### config.mk
export PLATFORM = sky130hd
export DESIGN_NAME = cssel_top
export DESIGN_NICKNAME = d
export VERILOG_FILES = /design/src/verilog/cssel_sync2.v /design/src/verilog/cssel_top.v
export VERILOG_INCLUDE_DIRS = /design/src /design/src/verilog
export SDC_FILE = /design/constraint.sdc
export NUM_CORES = 1
export LEC_CHECK = 0
export CAP_MARGIN = 20
export CORE_UTILIZATION = 45
export DETAILED_ROUTE_END_ITERATION = 7
export DONT_BUFFER_PORTS = 1
export PLACE_DENSITY = 0.73
export SLEW_MARGIN = 25
export SYNTH_ARGS = -nofsm -noshare
export SYNTH_HDL_FRONTEND = slang
export SYNTH_HIERARCHICAL = 1
export SYNTH_SLANG_ARGS = --single-unit
### constraint.sdc
create_clock -name ref_clk -period 1.94 [get_ports ref_clk]
set_clock_uncertainty 0.15 [all_clocks]
set_input_delay 0.097 -clock ref_clk [delete_from_list [all_inputs] [get_ports ref_clk]]
set_output_delay 0.097 -clock ref_clk [all_outputs]
set_load 0.02 [all_outputs]
### src/verilog/cssel_consts.vh
// Constants for the compare channel sync source selector
`ifndef CSSEL_CONSTS_VH
`define CSSEL_CONSTS_VH
`define CSSEL_SEL_W 5
`define CSSEL_SEL_LSB 0
`define CSSEL_SEL_RESET 5'h0c
`define CSSEL_SRC_NONE 5'h00
`define CSSEL_SRC_OC1 5'h01
`define CSSEL_SRC_OC2 5'h02
`define CSSEL_SRC_OC3 5'h03
`define CSSEL_SRC_OC4 5'h04
`define CSSEL_SRC_TRIG_GEN 5'h0a
`define CSSEL_SRC_TMR1 5'h0b
`define CSSEL_SRC_TMR2 5'h0c
`define CSSEL_SRC_TMR3 5'h0d
`define CSSEL_SRC_TMR4 5'h0e
`define CSSEL_SRC_TMR5 5'h0f
`define CSSEL_SRC_CAP1 5'h10
`define CSSEL_SRC_CAP2 5'h11
`define CSSEL_SRC_CAP3 5'h12
`define CSSEL_SRC_CAP4 5'h13
`define CSSEL_SRC_COMPARATOR_ONE 5'h18
`define CSSEL_SRC_COMPARATOR_TWO 5'h19
`define CSSEL_SRC_COMPARATOR_THREE 5'h1a
`define CSSEL_SRC_ADC 5'h1b
`define CSSEL_SRC_CTU 5'h1c
`define CSSEL_SRC_IRQ1 5'h1d
`define CSSEL_SRC_IRQ2 5'h1e
`define CSSEL_SRC_OWN 5'h1f
`define CSSEL_CHAN_INDEX 2'h0
`endif

### src/verilog/cssel_sync2.v
// Two-flop synchroniser for a bus of asynchronous levels
`timescale 1ns/10ps
`default_nettype none
module cssel_sync2 #(
  parameter W = 16
) (
  input wire ref_clk,
  input wire rst_n,
  input wire [W-1:0] async_in,
  output reg [W-1:0] sync_out
);
  reg [W-1:0] meta;
  always @(posedge ref_clk or negedge rst_n)
  begin
    if (!rst_n)
    begin
      meta <= {W{1'b0}};
      sync_out <= {W{1'b0}};
    end
    else
    begin
      meta <= async_in;
      sync_out <= meta;
    end
  end
endmodule
`default_nettype wire

### src/verilog/cssel_top.v
// Sync/trigger source selector for one output compare channel
`timescale 1ns/10ps
`default_nettype none
`include "cssel_consts.vh"
module cssel_top #(
  parameter [1:0] CHAN_INDEX = `CSSEL_CHAN_INDEX
) (
  input wire ref_clk,
  input wire rst_n,
  input wire [4:0] sync_source_select,
  input wire sync_source_load,
  input wire channel_enable,
  input wire secondary_compare_match,
  input wire ext_irq_pin_one,
  input wire ext_irq_pin_two,
  input wire charge_time_unit,
  input wire adc_event,
  input wire comparator_one,
  input wire comparator_two,
  input wire comparator_three,
  input wire [3:0] capture_channel_event,
  input wire [4:0] timer_event,
  input wire [3:0] trigger_gen_output,
  input wire [3:0] other_compare_channel,
  output reg [4:0] sync_select_current,
  output reg sync_trigger_pulse,
  output reg trigger_out
);
  // Positions of the synchronised lines
  localparam [3:0] SYN_TMR1 = 4'h0;
  localparam [3:0] SYN_TMR2 = 4'h1;
  localparam [3:0] SYN_TMR3 = 4'h2;
  localparam [3:0] SYN_TMR4 = 4'h3;
  localparam [3:0] SYN_TMR5 = 4'h4;
  localparam [3:0] SYN_CAP1 = 4'h5;
  localparam [3:0] SYN_CAP4 = 4'h8;
  localparam [3:0] SYN_COMPARATOR_ONE = 4'h9;
  localparam [3:0] SYN_COMPARATOR_TWO = 4'ha;
  localparam [3:0] SYN_COMPARATOR_THREE = 4'hb;
  localparam [3:0] SYN_ADC = 4'hc;
  localparam [3:0] SYN_CTU = 4'hd;
  localparam [3:0] SYN_IRQ1 = 4'he;
  localparam [3:0] SYN_IRQ2 = 4'hf;

  wire [15:0] raw_src;
  wire [15:0] syn_src;
  reg [4:0] sel;
  reg [4:0] next_sel;
  reg prev_level;
  reg enable_d;
  reg next_level;
  reg next_pulse;
  reg next_trigger_out;

  // Capture code to synchronised line
  function [3:0] cssel_cap_line;
    input [1:0] code_low;
    begin
      cssel_cap_line = SYN_CAP1 + {2'h0, code_low};
    end
  endfunction

  // Compare code to other-channel line
  function [1:0] cssel_oc_line;
    input [1:0] code_low;
    begin
      cssel_oc_line = code_low - 2'h1;
    end
  endfunction

  // Pins and foreign events
  assign raw_src[SYN_IRQ2] = ext_irq_pin_two;
  assign raw_src[SYN_IRQ1] = ext_irq_pin_one;
  assign raw_src[SYN_CTU] = charge_time_unit;
  assign raw_src[SYN_ADC] = adc_event;
  assign raw_src[SYN_COMPARATOR_THREE] = comparator_three;
  assign raw_src[SYN_COMPARATOR_TWO] = comparator_two;
  assign raw_src[SYN_COMPARATOR_ONE] = comparator_one;
  assign raw_src[SYN_CAP4:SYN_CAP1] = capture_channel_event;
  assign raw_src[SYN_TMR5:SYN_TMR1] = timer_event;

  cssel_sync2 #(
    .W(16)
  ) u_sync (
    .ref_clk(ref_clk),
    .rst_n(rst_n),
    .async_in(raw_src),
    .sync_out(syn_src)
  );

  always @*
  begin
    next_sel = sel;
    if (sync_source_load)
      next_sel = sync_source_select;
  end

  always @(posedge ref_clk or negedge rst_n)
  begin
    if (!rst_n)
      sel <= `CSSEL_SEL_RESET;
    else
      sel <= next_sel;
  end

  // Source multiplexer
  always @*
  begin
    next_level = 1'b0;
    case (sel)
      `CSSEL_SRC_OWN: next_level = secondary_compare_match;
      `CSSEL_SRC_IRQ2: next_level = syn_src[SYN_IRQ2];
      `CSSEL_SRC_IRQ1: next_level = syn_src[SYN_IRQ1];
      `CSSEL_SRC_CTU: next_level = syn_src[SYN_CTU];
      `CSSEL_SRC_ADC: next_level = syn_src[SYN_ADC];
      `CSSEL_SRC_COMPARATOR_THREE: next_level = syn_src[SYN_COMPARATOR_THREE];
      `CSSEL_SRC_COMPARATOR_TWO: next_level = syn_src[SYN_COMPARATOR_TWO];
      `CSSEL_SRC_COMPARATOR_ONE: next_level = syn_src[SYN_COMPARATOR_ONE];
      `CSSEL_SRC_CAP1, `CSSEL_SRC_CAP2, `CSSEL_SRC_CAP3, `CSSEL_SRC_CAP4:
        next_level = syn_src[cssel_cap_line(sel[1:0])];
      `CSSEL_SRC_TMR5: next_level = syn_src[SYN_TMR5];
      `CSSEL_SRC_TMR4: next_level = syn_src[SYN_TMR4];
      `CSSEL_SRC_TMR3: next_level = syn_src[SYN_TMR3];
      `CSSEL_SRC_TMR2: next_level = syn_src[SYN_TMR2];
      `CSSEL_SRC_TMR1: next_level = syn_src[SYN_TMR1];
      `CSSEL_SRC_TRIG_GEN: next_level = trigger_gen_output[CHAN_INDEX];
      `CSSEL_SRC_OC1, `CSSEL_SRC_OC2, `CSSEL_SRC_OC3, `CSSEL_SRC_OC4:
        next_level = other_compare_channel[cssel_oc_line(sel[1:0])];
      `CSSEL_SRC_NONE: next_level = 1'b0;
      default: next_level = 1'b0;
    endcase
  end

  always @*
  begin
    next_pulse = next_level & ~prev_level;
  end

  // Deselect before disable is software's duty
  always @*
  begin
    next_trigger_out = enable_d & ~channel_enable;
  end

  always @(posedge ref_clk or negedge rst_n)
  begin
    if (!rst_n)
      prev_level <= 1'b0;
    else
      prev_level <= next_level;
  end

  always @(posedge ref_clk or negedge rst_n)
  begin
    if (!rst_n)
      sync_trigger_pulse <= 1'b0;
    else
      sync_trigger_pulse <= next_pulse;
  end

  always @(posedge ref_clk or negedge rst_n)
  begin
    if (!rst_n)
      enable_d <= 1'b0;
    else
      enable_d <= channel_enable;
  end

  always @(posedge ref_clk or negedge rst_n)
  begin
    if (!rst_n)
      trigger_out <= 1'b0;
    else
      trigger_out <= next_trigger_out;
  end

  always @(posedge ref_clk or negedge rst_n)
  begin
    if (!rst_n)
      sync_select_current <= `CSSEL_SEL_RESET;
    else
      sync_select_current <= sel;
  end
endmodule
`default_nettype wire
After elaboration in Yosys (flattened, before gate mapping)
Cells that the tools add are included.

Flip-flop bits (word level): 46. Input port bits: 34. Word-level logic and storage cells: 45.

Add/sub/neg operators: 2. Magnitude comparators: 2. Equality and inequality tests: 22. Multiplexer cells: 5. Bitwise gates (word level): 4. Reduce and logical (&&, ||, !) cells: 2.

Operators by type and width (count): $eq 5x5->1 const B (12); $eq 5x4->1 const B (6); $pmux 1 s16 (1); $eq 5x2->1 const B (2); $reduce_or 4->1 (2); $eq 5x1->1 const B (1); $eq 5x3->1 const B (1); $lt 4x5->1 const B (1); $add 3x2->4 const A (1); $bmux 1 s4 (1); $lt 2x3->1 const B (1); $and 1x1->1 (2); $bmux 1 s2 (1); $mux 1 (2); $not 1->1 (2); $sub 2x1->2 const B (1).

Logic depth before layout (Yosys ltp)
Word-level depth: 5. Mapped depth: 8.

Hierarchy
Netlist, hierarchy kept.

By module, submodules not included: cssel_top (instances 1, cells each 67, area each 804.5 µm², seq. area each 355.3 µm²); cssel_sync2 (instances 1, cells each 32, area each 800.8 µm², seq. area each 800.8 µm²).

Worst setup path after synthesis
OpenSTA, ideal clock, no wires.

Path kind: reg-to-reg. From: reg sel[0]. To: reg sync_trigger_pulse. Library setup time: 0.117 ns. Arrival: 1.793 ns. Data required time: 1.673 ns. Path slack: -0.119 ns. Stages on the path, launching flop included: 8. Clock period less this slack: 2.059 ns. Cells stage by stage: dfrtp_1 inv_1 ha_1 buf_6 mux2_1 o311ai_2 o221ai_2 nor2b_4.

Longest elaborated chain between the ends: 5. Elaborated cells on any way between the ends: 32. Classes of those cells: add/sub (2); eq/ne (22); mux (5); bitwise (1); reduce/logical (2).

RTL lines: start, declared (line cssel_top.v:47) `reg [4:0] sel;`; start signal, assigned (line cssel_top.v:101) `` sel <= `CSSEL_SEL_RESET; ``; start signal, assigned (line cssel_top.v:103) `sel <= next_sel;`; $add 3x2->4 / $sub 2x1->2 (equally long branches) (line cssel_top.v:59, cssel_top.v:67); $bmux 1 s4 / $bmux 1 s2 (equally long branches) (line cssel_top.v:120, cssel_top.v:128); $mux 1 (on tied branches) (line cssel_top.v:120, cssel_top.v:128); $pmux 1 s16 (*) (line cssel_top.v:110) `case (sel)`; net next_level (line cssel_top.v:51) `reg next_level;`; $and 1x1->1 (*) (line cssel_top.v:136) `next_pulse = next_level & ~prev_level;`; net next_pulse (line cssel_top.v:52) `reg next_pulse;`; end signal, assigned (line cssel_top.v:158) `sync_trigger_pulse <= next_pulse;`; end, declared (line cssel_top.v:26) `output reg sync_trigger_pulse,`.

The timed path passes the listed nets; every way through them passes the cells marked *. The select of a mux whose other input is x is not followed. A chain may end at the register's enable or synchronous reset.

Worst setup path after layout
Ends and elaborated chain as after synthesis.

==> flow_summary.json <==
{
  "ys_seq_area_frac": 0.720,
  "power.total_mw": 1.90,
  "grt_remaining_overflow": 0,
  "grt_max_degree": 47,
  "drtPass1Iterations": 4,
  "dp_cells": 146,
  "ff2ff_path_depth": 6,
  "drtIter0Drc": 37,
  "cts_root_buf": "clkbuf_4",
  "worstPathMaxFanout": 5,
  "hold_slack_ps": 56.3,
  "post-route-period-util": 1.02,
  "wl_per_cell_microns": 13.5,
  "grt_pass1_wl_microns": 3820,
  "peakVddDrop_v": 0.000619,
  "cp_data_required_time_ps": 2040,
  "yosys-top-cells-area": "dfrtp_1 65%, dfstp_2 6.5%, ha_1 3.1%, mux2i_1 2.5%, mux2_2 2.1%",
  "regToRegSetupSlack_ps": -40,
  "p_int_mw": 1.46,
  "path_class": "register to register",
  "clk_latency_ps": 340,
  "drv_slew": 0,
  "final_cell_mix": "41 x dfrtp_1, 29 x dlygate4sd3_1, 9 x buf_4",
  "finalSetupViolCount": 1,
  "cts_tree": "yes",
  "dpl_cell_area_sq_mm": 0.00169,
  "die_h_microns": 61.7,
  "comb_power_share": 0.134,
  "clockBufferDepth": 2,
  "fin_crit_ps": 1980,
  "via_count": 935,
  "switchingPower_mw": 0.448,
  "grt_usage": 0.150,
  "die-area_sq_mm": 0.00381,
  "antenna_found_initial": 0,
  "worst_slew_pin_slew_ps": 442,
  "syn_inst": 99,
  "clock.fmax_mhz": 506,
  "htree_levels": 2,
  "critPathLaunchType": "register",
  "power.leakage_nw": 0.916,
  "cts.sinks": 46,
  "final_common_cell": "dfrtp_1",
  "violations": "negative setup slack",
  "nNetsFinal": 179,
  "crit_arrival_ps": 2080,
  "path_clk_slew_ps": 120,
  "fillers": 247,
  "core-area_sq_mm": 0.00339,
  "fin_area_sq_mm": 0.00213,
  "diodes": 0,
  "outcome": "finished with violations",
  "syn_area_sq_mm": 0.00161,
  "viasPerCell": 4.97,
  "fin_ws_ps": -37.5,
  "rows": 21,
  "clkPwrFrac": 0.289,
  "finalHoldViolCount": 0,
  "ant_nets": 0,
  "pwr-share-seq": 0.577,
  "initial_core_util": 0.474,
  "ys_warn_count": 6,
  "drc": 0,
  "finalNonFillerCells": 188,
  "ys_types": 31,
  "die_w_microns": 61.7,
  "power_density_mw_per_mm2": 894,
  "cp-end-kind": "register",
  "layout-area-overhead-vs-synth_pct": 32.6,
  "slew_headroom": 0.705,
  "avgSynthCellArea_sq_um": 16.2,
  "numCtsBuffers": 5,
  "rsz0062_at_grt": "yes",
  "r2r_end": "sync_trigger_pulse",
  "drv_cap": 0,
  "drive_gt1_frac": 0.282,
  "first_global_vias": 881,
  "routabilityCongestion": 0.808,
  "syn_nets": 137,
  "holdCritPathClass": "input port to asynchronous set/reset pin",
  "reg2reg_from": "sel[0]",
  "routed_wl_microns": 2540,
  "num_io_pins": 41,
  "yosys.area.top_type_share": 0.655,
  "p_sw_frac": 0.235,
  "synth_top_area_cell": "dfrtp_1",
  "hpwl_microns": 1610,
  "synth_seq_cells": 46,
  "portBuffers": 0
}
[Yosys cell counts]
| cell type | instances |
|---|---|
| nand2b_4 | 1 |
| a222oi_1 | 1 |
| nor2b_1 | 2 |
| o41ai_1 | 1 |
| mux4_2 | 1 |
| a2111oi_0 | 1 |
| nand3_1 | 1 |
| a211oi_2 | 1 |
| mux2i_1 | 4 |
| a31o_2 | 1 |
| nor2_1 | 2 |
| buf_6 | 2 |
| o221ai_2 | 1 |
| o21ai_0 | 3 |
| nor3_1 | 1 |
| dfrtp_1 | 42 |
| nor4_1 | 1 |
| dfstp_2 | 4 |
| mux2_1 | 1 |
| nand4_1 | 1 |
| mux2_2 | 3 |
| o311ai_2 | 1 |
| buf_2 | 2 |
| a21oi_1 | 2 |
| nand2_1 | 5 |
| a22oi_1 | 4 |
| o211ai_2 | 1 |
| ha_1 | 4 |
| nor2b_4 | 1 |
| nand4bb_1 | 1 |
| inv_1 | 3 |
[power groups by stage]
stage / sequential [mW] / clock (mW) / combinational (mW)
floorplan: 1.10 / 0 / 0.147
global placement: 1.11 / 0 / 0.159
detailed placement: 1.11 / 0 / 0.168
CTS: 1.10 / 0.567 / 0.254
global route: 1.11 / 0.618 / 0.278
finish: 1.10 / 0.550 / 0.255
[metrics by stage]
stage | setup WS (ps) | util | setup TNS, ps
2_1_floorplan | 7.00 | - | 0
3_5_place_dp | -75.8 | 0.498 | -75.8
6_report | -37.5 | 0.628 | -37.5
5_1_grt | -126 | 0.628 | -134
3_3_place_gp | 13.6 | 0.498 | 0
4_1_cts | -46.3 | 0.626 | -46.3
[metal layers]
layer  vias to the layer above  part of all wire  GRT usage
li1                        431                 -          -
met1                       462              0.42      0.174
met2                        38              0.50      0.249
met3                         4             0.059     0.0580
met4                         0             0.015     0.0667
met5                         -                 0          0
[cell type report]
class                           instances  area [sq um]  share of cell area
Inverter                                3          13.8             0.00647
Clock inverter                          2          37.5              0.0176
Clock buffer                            6          41.3              0.0194
Sequential cell                        46          1160               0.544
Multi-Input combinational cell         46           443               0.208
Tap cell                               46          57.6              0.0270
Timing Repair Buffer                   39           378               0.178
[flip-flops by register name, summed over array words and instances, names as in the netlist]
signal / count
prev_level: 1
sync_select_current: 5
sync_trigger_pulse: 1
u_sync/meta: 16
u_sync/sync_out: 16
trigger_out: 1
enable_d: 1
sel: 5
[critical path, cell delays in order (launching register included)]
cell	delay, ps
dfrtp_2	470
inv_4	70
ha_4	290
mux2_4	300
o311ai_2	300
o221ai_2	150
nor2b_4	150
[worst max path at each step]
stage / start / endpoint / slack, ps / cells past startpoint
finish: sel[0] / sync_trigger_pulse / -40 / 6
global route: sel[1] / sync_trigger_pulse / -130 / 6
CTS: sel[1] / sync_trigger_pulse / -50 / 7
detailed placement: sel[1] / sync_trigger_pulse / -80 / 7
global placement: sel[1] / sync_trigger_pulse / 10 / 7
floorplan: sel[0] / sync_trigger_pulse / 7 / 7
[cell families (layout without fill, tap and decap cells)]
logic type | Yosys count | count (layout) | share of synthesized area
compound gates | 17 | 17 | 0.0920
fa+ha+maj | 4 | 4 | 0.0312
buf+inv | 7 | 50 | 0.0273
flops | 46 | 46 | 0.720
mux | 9 | 9 | 0.0670
simple gates | 16 | 16 | 0.0624
[what timing repair did]
action	4_1_cts	5_1_grt
endpoints found under the hold margin	70	0
pin swaps	7	3
buffers inserted	4	0
hold buffers	30	0
gates cloned	0	0
setup endpoints to repair	2	2
resized for setup	4	2
Note: power is estimated with default switching activity, not from simulation.
